### config.mk
export PLATFORM = sky130hd
export DESIGN_NAME = sarx_channel_map
export DESIGN_NICKNAME = d
export VERILOG_FILES = /design/src/sarx_capture.v /design/src/sarx_channel_map.v
export VERILOG_INCLUDE_DIRS = /design/src
export SDC_FILE = /design/constraint.sdc
export NUM_CORES = 1
export LEC_CHECK = 0
export BUFFER_PORTS_ARGS = -buffer_cell sky130_fd_sc_hd__buf_4
export CAP_MARGIN = 20
export CORE_MARGIN = 2
export CORE_UTILIZATION = 38
export CTS_BUF_LIST = sky130_fd_sc_hd__clkbuf_16
export DETAILED_ROUTE_END_ITERATION = 12
export PLACE_DENSITY = 0.57
export SLEW_MARGIN = 10
export SYNTH_ARGS = -nofsm -noshare
export SYNTH_HDL_FRONTEND = slang
export SYNTH_SLANG_ARGS = --single-unit
### constraint.sdc
create_clock -name clk -period 4.5 [get_ports clk]
set_input_delay 1.35 -clock clk [delete_from_list [all_inputs] [get_ports clk]]
set_output_delay 1.35 -clock clk [all_outputs]
set_load 0.005 [all_outputs]
### src/sarx_map.vh
// Purpose: register map, field positions, reset values and framing codes
// Assumes: byte-wide registers reached over a simple write/read register port
// Notes: shared by the channel-map top and its capture module
//
// Notes on behaviour
// a receive channel takes its data from the primary data pin when its select bit is 0 and from the secondary data pin when it is 1.
// the pin-select register holds one bit per channel, channel 8 at bit 7 down to channel 1 at bit 0.
// the pin-select register resets to zero so every channel starts on the primary data pin.
// a channel whose enable bit 5 is 0 is disabled, and when it is 1 its data feeds the DAC channel of the same number.
// Only channels 1 and 2 do so here; setting bit 5 of the channel 3 config feeds nothing.
// bits 4 to 0 hold a slot number, and in TDM framing value n selects slot n for n from 0 to 31.
// in I2S or left-justified framing, values 0 to 15 select slots 0 to 15 of the left half.
// in I2S or left-justified framing, values 16 to 31 select slots 0 to 15 of the right half.
// channel 1 resets enabled on slot 0, register value 0x20.
// channel 2 resets enabled on slot 1, register value 0x21.
// the channel 3 configuration register resets to 0x02.
// bits 7 and 6 of each channel configuration register are reserved and read-only, and software writes their reset values there.
// each frame, each enabled channel captures the word in its assigned slot on its selected pin and passes it to its DAC channel.
// Only channels 1 and 2 have a capture engine here; an enabled channel 3 captures nothing.
`ifndef SARX_MAP_VH
`define SARX_MAP_VH
`define SARX_OFS_PIN_SEL 8'h27
`define SARX_OFS_CH1_CFG 8'h28
`define SARX_OFS_CH2_CFG 8'h29
`define SARX_OFS_CH3_CFG 8'h2a
`define SARX_RST_PIN_SEL 8'h00
`define SARX_RST_CH1_CFG 8'h20
`define SARX_RST_CH2_CFG 8'h21
`define SARX_RST_CH3_CFG 8'h02
`define SARX_BIT_ENABLE 5
`define SARX_SLOT_MSB 4
`define SARX_RW_MASK 8'h3f
`define SARX_FMT_TDM 2'h0
`define SARX_FMT_I2S 2'h1
`define SARX_FMT_LJ 2'h2
`define SARX_WORD_BITS 32
`define SARX_SLOT_BITS 32
`define SARX_SLOT_LAST 5'h1f
`endif

### src/sarx_capture.v
// Purpose: capture one slot word per frame from one serial data stream
// Assumes: bit clock edges and frame starts already found in the system clock domain
// Notes: slot width is fixed at 32 bit clocks; msb first
`timescale 1ns/10ps
`include "sarx_map.vh"
module sarx_capture (
    clk,
    sys_rst,
    bit_rise,
    frame_start,
    half_start,
    fmt,
    din,
    enable,
    slot,
    word,
    word_valid
);
    input wire clk;
    input wire sys_rst;
    input wire bit_rise;
    input wire frame_start;
    input wire half_start;
    input wire [1:0] fmt;
    input wire din;
    input wire enable;
    input wire [4:0] slot;
    output reg [31:0] word;
    output reg word_valid;

    reg [9:0] bit_pos;
    reg [31:0] shift;
    reg right_half;
    wire restart;
    wire [9:0] cur_pos;
    wire cur_right;
    wire [31:0] next_shift;
    wire [4:0] target;
    wire want_right;

    // split slot code into half select and slot index
    assign want_right = (fmt != `SARX_FMT_TDM) && slot[4];
    assign target = (fmt == `SARX_FMT_TDM) ? slot : {1'b0, slot[3:0]};

    // the bit at a frame start, or at a half start outside tdm, is already bit 0 of slot 0
    assign restart = frame_start || (half_start && fmt != `SARX_FMT_TDM);
    assign cur_pos = restart ? 10'h000 : bit_pos;
    assign cur_right = frame_start ? 1'b0 : (restart ? 1'b1 : right_half);
    assign next_shift = {shift[30:0], din};

    // bit position tracking, shift register and capture
    always @(posedge clk) begin
        word_valid <= 1'b0;
        if (sys_rst) begin
            bit_pos <= 10'h000;
            shift <= 32'h00000000;
            right_half <= 1'b0;
            word <= 32'h00000000;
        end else if (bit_rise) begin
            shift <= next_shift;
            bit_pos <= cur_pos + 10'h001;
            right_half <= cur_right;
            // last bit of the wanted slot in the wanted half
            if (enable && cur_pos[4:0] == `SARX_SLOT_LAST && cur_pos[9:5] == target
                    && cur_right == want_right) begin
                word <= next_shift;
                word_valid <= 1'b1;
            end
        end
    end
endmodule

### src/sarx_channel_map.v
// Purpose: receive channel mapping of the primary serial port
// Assumes: host drives bit clock and frame sync; data sampled on bit clock rise
// Assumes: bit clock period of at least eight system clocks
// Notes: channels 1 and 2 feed DAC channels; select bits kept for all eight
// Notes: channels 3 to 8 keep only their select bits, channel 3 its config too
// Notes: frame format arrives on a port, not from a register here
`timescale 1ns/10ps
`include "sarx_map.vh"
module sarx_channel_map (
    clk,
    sys_rst,
    reg_wr,
    reg_addr,
    reg_wdata,
    reg_rdata,
    fmt,
    bit_clk,
    frame_sync,
    primary_data_in,
    secondary_data_input_pin,
    dac_ch1_data,
    dac_ch1_valid,
    dac_ch2_data,
    dac_ch2_valid,
    rx_data_pin_select
);
    input wire clk;
    input wire sys_rst;
    input wire reg_wr;
    input wire [7:0] reg_addr;
    input wire [7:0] reg_wdata;
    output reg [7:0] reg_rdata;
    input wire [1:0] fmt;
    input wire bit_clk;
    input wire frame_sync;
    input wire primary_data_in;
    input wire secondary_data_input_pin;
    output wire [31:0] dac_ch1_data;
    output wire dac_ch1_valid;
    output wire [31:0] dac_ch2_data;
    output wire dac_ch2_valid;
    output reg [7:0] rx_data_pin_select;

    // configuration registers and their next values
    reg [7:0] rx_channel1_config;
    reg [7:0] rx_channel2_config;
    reg [7:0] rx_channel3_config;
    reg [7:0] next_pin_select;
    reg [7:0] next_ch1_config;
    reg [7:0] next_ch2_config;
    reg [7:0] next_ch3_config;
    wire [3:0] reg_hit;
    wire [3:0] reg_wr_hit;

    // synchronised pins: bit clock, frame sync, primary data, secondary data
    wire [3:0] pin_raw;
    wire [3:0] pin_next;
    wire [3:0] pin_state;

    // frame timing
    reg fs_prev;
    wire bit_rise;
    wire fs_level;
    wire frame_start;
    wire half_start;

    // per-channel capture wiring, index 0 is channel 1
    wire [1:0] ch_din;
    wire [1:0] ch_enable;
    wire [9:0] ch_slot;
    wire [63:0] ch_word;
    wire [1:0] ch_valid;
    genvar gi;

    // merge a write into a channel config, keeping reserved bits
    function [7:0] cfg_write;
        input [7:0] old_val;
        input [7:0] new_val;
        begin
            cfg_write = (old_val & ~`SARX_RW_MASK) | (new_val & `SARX_RW_MASK);
        end
    endfunction

    // one-hot register select of an offset, none for unmapped offsets
    function [3:0] reg_decode;
        input [7:0] addr;
        begin
            case (addr)
                `SARX_OFS_PIN_SEL: reg_decode = 4'h1;
                `SARX_OFS_CH1_CFG: reg_decode = 4'h2;
                `SARX_OFS_CH2_CFG: reg_decode = 4'h4;
                `SARX_OFS_CH3_CFG: reg_decode = 4'h8;
                default: reg_decode = 4'h0;
            endcase
        end
    endfunction

    // addressed register, shared by write and read
    assign reg_hit = reg_decode(reg_addr);

    // write strobe per register
    assign reg_wr_hit = reg_hit & {4{reg_wr}};

    // next register values; a write replaces only writable bits
    always @* begin
        next_pin_select = rx_data_pin_select;
        next_ch1_config = rx_channel1_config;
        next_ch2_config = rx_channel2_config;
        next_ch3_config = rx_channel3_config;
        if (reg_wr_hit[0]) begin
            next_pin_select = reg_wdata;
        end
        if (reg_wr_hit[1]) begin
            next_ch1_config = cfg_write(rx_channel1_config, reg_wdata);
        end
        if (reg_wr_hit[2]) begin
            next_ch2_config = cfg_write(rx_channel2_config, reg_wdata);
        end
        if (reg_wr_hit[3]) begin
            next_ch3_config = cfg_write(rx_channel3_config, reg_wdata);
        end
    end

    // register update; reset puts every channel on the primary pin
    always @(posedge clk) begin
        if (sys_rst) begin
            rx_data_pin_select <= `SARX_RST_PIN_SEL;
            rx_channel1_config <= `SARX_RST_CH1_CFG;
            rx_channel2_config <= `SARX_RST_CH2_CFG;
            rx_channel3_config <= `SARX_RST_CH3_CFG;
        end else begin
            rx_data_pin_select <= next_pin_select;
            rx_channel1_config <= next_ch1_config;
            rx_channel2_config <= next_ch2_config;
            rx_channel3_config <= next_ch3_config;
        end
    end

    // register readback, unmapped reads zero
    always @* begin
        case (reg_hit)
            4'h1: reg_rdata = rx_data_pin_select;
            4'h2: reg_rdata = rx_channel1_config;
            4'h4: reg_rdata = rx_channel2_config;
            4'h8: reg_rdata = rx_channel3_config;
            default: reg_rdata = 8'h00;
        endcase
    end

    // pins gathered in synchroniser order
    assign pin_raw = {secondary_data_input_pin, primary_data_in, frame_sync, bit_clk};

    // three-stage synchroniser per pin; a change counts once stages 2 and 3 agree
    generate
        for (gi = 0; gi < 4; gi = gi + 1) begin : g_pin
            reg [2:0] stage;
            reg state;
            always @(posedge clk) begin
                if (sys_rst) begin
                    stage <= 3'h0;
                    state <= 1'b0;
                end else begin
                    stage <= {stage[1:0], pin_raw[gi]};
                    if (stage[1] == stage[2]) begin
                        state <= stage[2];
                    end
                end
            end
            assign pin_next[gi] = (stage[1] == stage[2]) ? stage[2] : state;
            assign pin_state[gi] = state;
        end
    endgenerate

    // bit clock rise, one system clock wide
    assign bit_rise = pin_next[0] && !pin_state[0];

    // frame sync taken at bit clock rise; i2s frames start on the low level
    assign fs_level = (fmt == `SARX_FMT_I2S) ? !pin_next[1] : pin_next[1];
    assign frame_start = bit_rise && fs_level && !fs_prev;
    assign half_start = bit_rise && !fs_level && fs_prev;

    // active frame level as seen at the previous bit clock rise
    always @(posedge clk) begin
        if (sys_rst) begin
            fs_prev <= 1'b0;
        end else if (bit_rise) begin
            fs_prev <= fs_level;
        end
    end

    // enable and slot fields of channels 1 and 2
    assign ch_enable[0] = rx_channel1_config[`SARX_BIT_ENABLE];
    assign ch_enable[1] = rx_channel2_config[`SARX_BIT_ENABLE];
    assign ch_slot[4:0] = rx_channel1_config[`SARX_SLOT_MSB:0];
    assign ch_slot[9:5] = rx_channel2_config[`SARX_SLOT_MSB:0];

    // one capture engine per DAC channel, fed from its chosen pin
    generate
        for (gi = 0; gi < 2; gi = gi + 1) begin : g_ch
            assign ch_din[gi] = rx_data_pin_select[gi] ? pin_next[3] : pin_next[2];
            sarx_capture u_cap (
                .clk(clk),
                .sys_rst(sys_rst),
                .bit_rise(bit_rise),
                .frame_start(frame_start),
                .half_start(half_start),
                .fmt(fmt),
                .din(ch_din[gi]),
                .enable(ch_enable[gi]),
                .slot(ch_slot[gi * 5 +: 5]),
                .word(ch_word[gi * 32 +: 32]),
                .word_valid(ch_valid[gi])
            );
        end
    endgenerate

    // channel 1 to its DAC channel
    assign dac_ch1_data = ch_word[31:0];
    assign dac_ch1_valid = ch_valid[0];

    // channel 2 to its DAC channel
    assign dac_ch2_data = ch_word[63:32];
    assign dac_ch2_valid = ch_valid[1];
endmodule

==> impl_metrics.toml, run 1 <==
[synth]
syn_area_um2 = 8074
synth_seq_area_share_pct = 47.85
synth_top_area_cell = "dfxtp_1"
synthTopCellsByArea = "dfxtp_1 (48%), a21oi_1 (10%), nand2_1 (8.7%)"
synth_seq_cells = 193
ys_warn_count = 0
synth_area_per_cell_um2 = 8.332
yosys_most_used_dff = "dfxtp_1"
synth_edf_count = 0
synth_top_area_share_pct = 47.85
async_flop_share_pct = 0
postSynthCellCount = 969
syn_nets = 998
synth.distinct_cells = 60

[outcome]
outcome = "completed"

[routing]
num_vias = 7110
wirelength_um = 20270
drc = 0
vias_per_cell = 5.362
ant_nets = 0
wire_per_inst_um = 15.28
dr.pass1.iters = 5
drt_iter0_markers = 519

[timing]
worst_pin_slew_ns = 0.8898
hold_ws_ns = 0.4383
timing.final.hold_violations = 0
rsz0062_at_grt = "no"
max_freq_mhz = 237.0
period_minus_slack_ns = 4.219
finalSetupViolCount = 0
skew_ns = 0.01060
post-route-period-util_pct = 93.75
max_slew_margin_pct = 40.68
maxSlewViolCount = 0

[clock_tree]
cts-root-buf = "clkbuf_16"
cts_max_level = 4
post_cts_resized = 0
clkSlewWorstSetupHoldPaths_ns = 0.07
cts.sinks = 193
post_cts_buffers = 0
cts_buffers = 17
hold_buffers = 0
clock_path_buffers = 2
insertion_delay_ns = 0.43
cts_tree = "built"

[layout]
nets = 1067
multiInputGateArea_um2 = 3785
syn_to_final_growth_pct = 19.25
antenna-diode-count = 0
final_cell_mix = "dfxtp_1 (193), nand2_1 (187), a21oi_1 (168), buf_4 (127), nand3_1 (66)"
layout-drive-gt1-share_pct = 17.98
final_common_cell = "dfxtp_1"
seqCellArea_um2 = 3864
fin_area_um2 = 9628
fillers = 2152

[floorplan]
ios = 107
row_count = 53
start_util_pct = 38.53
fp.dieArea_um2 = 22430
coreArea_um2 = 20960
die_y_um = 149.8
die_x_um = 149.8

[critical_path]
worstSetupStartpointType = "input pin"
endpoint_kind = "output port"
arrival_ns = 2.87
r2r-start = "g_pin[1].state"
reg2reg_slack_ns = 1.03
path_max_fanout = 13
r2r-end = "g_ch[0].u_cap.word[0]"
path_class = "input pin to output port"
cp.required_ns = 3.15
rr_worst_depth = 14

[pwr]
peakVddDrop_mv = 0.1978
power_density_nw_per_um2 = 337.4
p_leak_nw = 3.341

[placed_design]
io_buffers = 106
place_area_um2 = 9067
hpwl_um = 12520
gp_congestion = 0.8102

[hold_path]
hp-start = "g_pin[3].stage[0]"
min_path_type = "flip-flop to flip-flop"
holdPathStages = 1
hold-path-endpoint = "g_pin[3].stage[1]"

[grt]
grt_overflow = 0
grt_pass1_vias = 6625
antenna_found_initial = 0
grt_max_degree = 81
grt_pass1_wl_um = 33640
gr-usage-all-layers_pct = 18.37

[flow_run]
maxCapViolCount = 0
[cells by family after synthesis]
family	share of synthesized area, %
simple gates	21.99
flops	47.85
buf+inv	5.486
compound gates	21.65
mux	0.8213
xor+xnor	1.193
fa+ha+maj	1.007
[through the flow]
step / TNS (ns) / worst slack [ns] / utilization, % / total power [mW] / std cells
2_1_floorplan: 0 / 0.1704 / - / 1.802 / 969
3_3_place_gp: -0.01741 / -0.01741 / 43.27 / 1.841 / 1294
3_5_place_dp: -0.04504 / -0.04504 / 43.27 / 1.841 / 1294
4_1_cts: 0 / 0.2599 / 45.95 / 3.295 / 1326
5_1_grt: 0 / 0.1006 / 45.95 / 3.376 / 1326
6_report: 0 / 0.2812 / 45.95 / 3.249 / 1326
[worst max-delay path, stage by stage]
cell and delay (ns):
buf_4 0.10, nand2b_1 0.16, or4_1 0.52, nor3b_1 0.23
buf_4 0.21, nand2_1 0.09, nand2_1 0.09, buf_4 0.11
[cell type report]
type	count	area share [%]
flip-flops and latches	193	40.13
multi-input cells	686	39.31
repair buffers	132	10.85
clock buffers	17	4.418
well taps	275	3.574
clock inverters	15	1.404
inverters	8	0.3119
[power by group]
part           internal [mW]  switching (mW)
sequential              1.71         0.00237
combinational         0.0289          0.0579
clock                  0.768           0.680
total                   2.51           0.740
[registers in the layout (all words and copies together), names as in the netlist]
| signal | flops |
|---|---|
| g_ch.u_cap.word | 64 |
| g_ch.u_cap.shift | 62 |
| g_ch.u_cap.bit_pos | 20 |
| g_pin.stage | 12 |
| rx_data_pin_select | 8 |
| rx_channel1_config | 6 |
| rx_channel2_config | 6 |
| rx_channel3_config | 6 |
| g_pin.state | 4 |
| g_ch.u_cap.right_half | 2 |
| g_ch.u_cap.word_valid | 2 |
| fs_prev | 1 |
[cell usage after synthesis (10+ instances only)]
library cell / count
nor3_1: 11
nor2_1: 16
clkbuf_1: 49
nand3_1: 66
and2_1: 13
o31ai_2: 10
nand2_1: 187
nor2b_1: 12
a21oi_1: 168
dfxtp_1: 193
o21ai_0: 43
o31ai_1: 21
buf_2: 12
nand4_1: 37
[worst max-delay path by stage]
stage	from	endpoint	slack [ns]	cells after the start
final	reg_addr[4]	reg_rdata[2]	0.28	8
after detailed placement	fmt[1]	g_ch[0].u_cap.word[0]	-0.05	15
after floorplan	fmt[1]	g_ch[0].u_cap.word[12]	0.17	17
after global placement	fmt[1]	g_ch[0].u_cap.word[0]	-0.02	15
after global routing	fmt[1]	g_ch[0].u_cap.word[0]	0.10	15
after CTS	reg_addr[4]	reg_rdata[2]	0.26	8
[per-layer routing]
metal	vias up	share of wire, %	routed length [um]	GRT usage [%]
li1	3569	-	-	-
met1	3375	47	9502	24.91
met2	159	48	9720	30.30
met3	7	4.6	924	4.024
met4	0	0.59	119	3.585
met5	-	0	0	0
(Power assumes the default switching activity.)
==> run 2: changes to the inputs <==
--- a/config.mk
+++ b/config.mk
@@ -13,6 +13,8 @@
 export CTS_BUF_LIST = sky130_fd_sc_hd__clkbuf_16
 export DETAILED_ROUTE_END_ITERATION = 12
 export PLACE_DENSITY = 0.57
+export RECOVER_POWER = 50
+export SETUP_SLACK_MARGIN = 0.4
 export SLEW_MARGIN = 10
 export SYNTH_ARGS = -nofsm -noshare
 export SYNTH_HDL_FRONTEND = slang
==> run 2 against run 1 <==
  * The run now ends with max-capacitance violations, max-slew violations left
  * Register-to-register slack lost 0.09 ns
  * Sequential cell count did not move
  * Critical endpoint is now reg_rdata[1]
  * Setup slack better by 0.11 ns
  * Cell count rose by 0.53%
  * Non-clock buffer count is 8 higher
  * Global-route usage grew 0.31 points
  * Clock-buffer cell count unchanged
  * Clock power up 10%
  * Hold slack better by 0.0012 ns
  * Maximum frequency rose by 2.7%
  * Clock skew about the same
  * Sequential share of layout area down 0.72 points
  * Critical path type unchanged
==> impl_metrics.toml, run 2 (same netlist as run 1, synthesis figures left out) <==
[critical_path]
endpoint_kind = "output port"
rr_worst_depth = 13
worstSetupStartpointType = "input pin"
path_max_fanout = 5
path_class = "input pin to output port"
arrival_ns = 2.76
cp.required_ns = 3.15

[floorplan]
ios = 107
start_util_pct = 38.53
die_y_um = 149.8
fp.dieArea_um2 = 22430
row_count = 53
coreArea_um2 = 20960
die_x_um = 149.8

[clock_tree]
clkSlewWorstSetupHoldPaths_ns = 0.06
clock_path_buffers = 2
hold_buffers = 0
cts.sinks = 193
cts_max_level = 4
insertion_delay_ns = 0.43
cts_tree = "built"
cts-root-buf = "clkbuf_16"
cts_buffers = 17

[routing]
drc = 0
ant_nets = 0
num_vias = 7162
dr.pass1.iters = 5
wl_met1_um = 9644
drt_iter0_markers = 420
wire_per_inst_um = 15.20
wl_met2_um = 9600
wirelength_um = 20260
vias_per_cell = 5.373
wl_met3_um = 714
top_layer = "met4"

[layout]
top_regs = "g_ch.u_cap.word (64), g_ch.u_cap.shift (62), g_ch.u_cap.bit_pos (20)"
fillers = 2147
largest_register = "g_ch.u_cap.word"
antenna-diode-count = 0
multiInputGateArea_um2 = 3839
largest_reg_flops = 64
nets = 1075
seqCellArea_um2 = 3864
syn_to_final_growth_pct = 21.43
layout-drive-gt1-share_pct = 18.53
final_cell_mix = "dfxtp_1 (193), nand2_1 (186), a21oi_1 (168), buf_4 (78), nand3_1 (66)"
final_common_cell = "dfxtp_1"

[grt]
grt_pass1_wl_um = 33960
antenna_found_initial = 0
grt_pass1_vias = 6708
gr-usage-all-layers_pct = 18.68
grt_max_degree = 67
grt_overflow = 0

[hold_path]
min_path_type = "flip-flop to flip-flop"
holdPathStages = 1

[timing]
finalSetupTns_ns = 0
worst_pin_slew_ns = 1.846
period_minus_slack_ns = 4.108
post-route-period-util_pct = 91.30
finalSetupViolCount = 0
timing.final.hold_violations = 0
maxSlewViolCount = 44
rsz0062_at_grt = "yes"
max_slew_margin_pct = -23.08
skew_ns = 0.01011
max_freq_mhz = 243.4

[pwr]
power_mw = 3.398
clkPwrFrac_pct = 47.0
internal_power_mw = 2.669
power.share.sequential_pct = 50.4
switching_share_pct = 21.44
p_leak_nw = 3.415
p_switching_mw = 0.7286
share_comb_of_total_power_pct = 2.6
peakVddDrop_mv = 0.2303
power_density_nw_per_um2 = 346.6

[placed_design]
hpwl_um = 12440
io_buffers = 106
gp_congestion = 0.8287

[outcome]
outcome = "complete, but fails checks"
violations = "max-capacitance violations, max-slew violations"

[flow_run]
maxCapViolCount = 1
[run 2: cell count changes in the layout (fill, tap and decap cells not counted), sizes merged]
cell      previous run  this run
buf                132        87
clkinv               6         5
bufinv               1         4
inv                 11        13
clkbuf              17        70
clkinvlp             5         0
[run 2: what timing repair did]
item | CTS | global route
gates resized for setup | 9 | 0
hold endpoints to repair | 0 | 0
setup buffers | 5 | 2
setup endpoints to repair | 6 | 6
gates cloned | 1 | 0
pin swaps | 0 | 1
[run 2: metrics by stage]
step	hold slack, ns	worst slack [ns]	std cells	util [%]	area [um^2]
global route	0.4570	0.3111	1333	46.79	9804
detailed placement	0.4272	0.2138	1293	43.37	9087
finish	0.4395	0.3916	1333	46.79	9804
CTS	0.4430	0.3948	1330	46.70	9786
floorplan	0.4138	0.4006	969	-	8113
global placement	0.4220	0.2796	1293	43.37	9087
[run 2: critical path: stages]
cell,delay (ns)
buf_6,0.09
nand2b_4,0.13
or4_4,0.52
nor3b_4,0.23
buf_6,0.15
a222oi_1,0.09
nand2_1,0.10
buf_6,0.10
[run 2: area by class of cell]
class                   count  area share [%]
multi-input cells         686           39.15
flip-flops and latches    193           39.41
repair buffers            140           11.36
clock buffers              17           4.339
inverters                   8          0.3063
well taps                 275           3.509
clock inverters            14           1.927
[run 2: power by group through the flow]
stage	sequential (mW)	combinational, mW	clock (mW)
floorplan	1.75	0.0503	0
global placement	1.75	0.0871	0
detailed placement	1.75	0.0863	0
CTS	1.71	0.0891	1.64
global route	1.71	0.0969	1.70
finish	1.71	0.0882	1.60
[run 2: worst paths after layout]
kind,startpoint,end,slack [ns]
max,reg_addr[4],reg_rdata[1],0.39
min,g_pin[2].stage[0],g_pin[2].stage[1],0.44
max reg2reg,g_pin[0].stage[1],g_ch[0].u_cap.word[0],0.94
min reg2reg,g_pin[2].stage[0],g_pin[2].stage[1],0.44
[run 2: per-layer routing]
metal | vias to the layer above | track usage (%)
li1 | 3596 | -
met1 | 3406 | 24.43
met2 | 139 | 31.24
met3 | 21 | 3.659
met4 | 0 | 5.660
met5 | - | 0
==> run 3: changes to the inputs <==
--- a/config.mk
+++ b/config.mk
@@ -12,7 +12,7 @@
 export CORE_UTILIZATION = 38
 export CTS_BUF_LIST = sky130_fd_sc_hd__clkbuf_16
 export DETAILED_ROUTE_END_ITERATION = 12
-export PLACE_DENSITY = 0.57
+export PLACE_DENSITY = 0.54
 export RECOVER_POWER = 50
 export SETUP_SLACK_MARGIN = 0.4
 export SLEW_MARGIN = 10
==> constraint.sdc (replaced) <==
create_clock -name clk -period 4.89 [get_ports clk]
set_input_delay 1.467 -clock clk [delete_from_list [all_inputs] [get_ports clk]]
set_output_delay 1.467 -clock clk [all_outputs]
set_load 0.005 [all_outputs]
==> run 3 against run 2 <==
  * The run still ends with max-capacitance violations, max-slew violations left
  * Setup slack better by 0.033 ns
  * Sequential cell count unchanged
  * First-iteration DRC count is 26% higher
  * Global-route usage fell by 0.096 points
  * Largest cell class unchanged
  * Critical path type unchanged
==> impl_metrics.toml, run 3 (same netlist as run 1, synthesis figures left out) <==
[critical_path]
max_stage_delay_ns = 0.55
cpMostUsedCell = "buf_6"
slowest_stage = "or4_4"
worstSetupStartpointType = "input pin"
cp.required_ns = 3.42
path_class = "input pin to output port"
worstPathCellList = "buf_6 -> nand2b_4 -> or4_4 -> nor3b_2 -> buf_4 -> a222oi_1 -> nand2_1 -> buf_6"
reg2reg_slack_ns = 1.46
path_max_fanout = 6
arrival_ns = 3.00
endpoint_kind = "output port"

[routing]
vias_per_cell = 5.385
ant_nets = 0
wire_per_inst_um = 15.70
wirelength_um = 20890
num_vias = 7168
drt_iter0_markers = 531
drc = 0
dr.pass1.iters = 9

[flow_run]
maxCapViolCount = 1

[clock_tree]
hold_buffers = 0
clkSlewWorstSetupHoldPaths_ns = 0.07
cts_buffers = 17
cts_tree = "built"
insertion_delay_ns = 0.43
clock_path_buffers = 2
cts_max_level = 4
cts.sinks = 193
cts-root-buf = "clkbuf_16"

[timing]
post-route-period-util_pct = 91.31
finalSetupViolCount = 0
hold_ws_ns = 0.4353
timing.final.hold_violations = 0
worst_pin_slew_ns = 2.816
max_freq_mhz = 224.0
max_slew_margin_pct = -87.76
setup_ws_ns = 0.4249
rsz0062_at_grt = "no"
maxSlewViolCount = 60
skew_ns = 0.008579
period_minus_slack_ns = 4.465
finalSetupTns_ns = 0

[grt]
grt_pass1_vias = 6475
grt_overflow = 0
grt_pass1_wl_um = 33780
antenna_found_initial = 0
grt_max_degree = 129
gr-usage-all-layers_pct = 18.58

[layout]
layout-drive-gt1-share_pct = 17.80
multiInputGateArea_um2 = 3812
fillers = 2142
top_regs = "g_ch.u_cap.word (64), g_ch.u_cap.shift (62), g_ch.u_cap.bit_pos (20)"
nets = 1074
largest_register = "g_ch.u_cap.word"
largest_reg_flops = 64
finalNonFillerCells = 1331
antenna-diode-count = 0
syn_to_final_growth_pct = 19.67
final_cell_mix = "dfxtp_1 (193), nand2_1 (187), a21oi_1 (168), buf_4 (74), nand3_1 (66)"
final_common_cell = "dfxtp_1"
seqCellArea_um2 = 3864

[hold_path]
min_path_type = "flip-flop to flip-flop"

[pwr]
peakVddDrop_mv = 0.2094
power_density_nw_per_um2 = 308.5
p_leak_nw = 3.329

[placed_design]
io_buffers = 106
placedCellCount = 1289
gp_congestion = 0.7985
hpwl_um = 12360
post-place-ws_ns = 0.3018

[floorplan]
coreArea_um2 = 20960
row_count = 53
start_util_pct = 38.53
die_x_um = 149.8
fp.dieArea_um2 = 22430
die_y_um = 149.8
ios = 107

[outcome]
outcome = "complete, but fails checks"
violations = "max-capacitance violations, max-slew violations"
## run 3: cell types whose count changed in the layout (fill, tap and decap cells not counted), moves of 3 or more
| cell | change |
|---|---|
| bufinv_16 | -3 |
| o21ai_1 | -27 |
| buf_4 | -4 |
| o21ai_0 | +27 |
## run 3: power by group
part / total (mW) / internal, mW / leakage (nW) / switching [mW]
combinational: 0.0808 / 0.0260 / 1.51 / 0.0547
sequential: 1.58 / 1.58 / 1.56 / 0.00230
clock: 1.32 / 0.700 / 0.268 / 0.623
total: 2.98 / 2.30 / 3.33 / 0.680
## run 3: cell type report
class | count | area share (%)
Inverter | 8 | 0.3108
Timing Repair Buffer | 139 | 11.07
Multi-Input combinational cell | 686 | 39.46
Clock buffer | 17 | 4.403
Sequential cell | 193 | 39.99
Tap cell | 275 | 3.561
Clock inverter | 13 | 1.204
## run 3: path summary, 6_finish.rpt
check	cells after the start	endpoint	from
setup / recovery	8	reg_rdata[3]	reg_addr[4]
hold / removal	1	g_pin[3].stage[1]	g_pin[3].stage[0]
setup reg to reg	16	g_ch[1].u_cap.word[29]	g_pin[1].stage[2]
hold reg to reg	1	g_pin[3].stage[1]	g_pin[3].stage[0]
## run 3: critical path: cells and delay by family
family	cells	cell delay, ns
AOI/OAI and AO/OA	1	0.11
buffers and inverters	3	0.38
and+or+nand+nor	4	1.05
## run 3: what timing repair did
| action | in CTS | in global routing |
|---|---|---|
| setup buffers | 0 | 10 |
| resized for setup | 0 | 8 |
| setup endpoints to repair | 0 | 6 |
## run 3: metrics by stage
step	util, %	power, mW	cell area (um^2)
floorplan	-	1.659	8074
global placement	43.03	1.693	9017
detailed placement	43.03	1.692	9017
CTS	45.62	3.019	9559
global route	46.11	3.088	9662
finish	46.11	2.981	9662
## run 3: per-layer routing
| metal | wire length, um | vias to the layer above | part of all wire [%] | global-route usage, % |
|---|---|---|---|---|
| li1 | - | 3585 | - | - |
| met1 | 9978 | 3443 | 48 | 25.06 |
| met2 | 9944 | 124 | 48 | 30.69 |
| met3 | 740 | 16 | 3.5 | 3.018 |
| met4 | 227 | 0 | 1.1 | 5.519 |
| met5 | 0 | - | 0 | 0 |
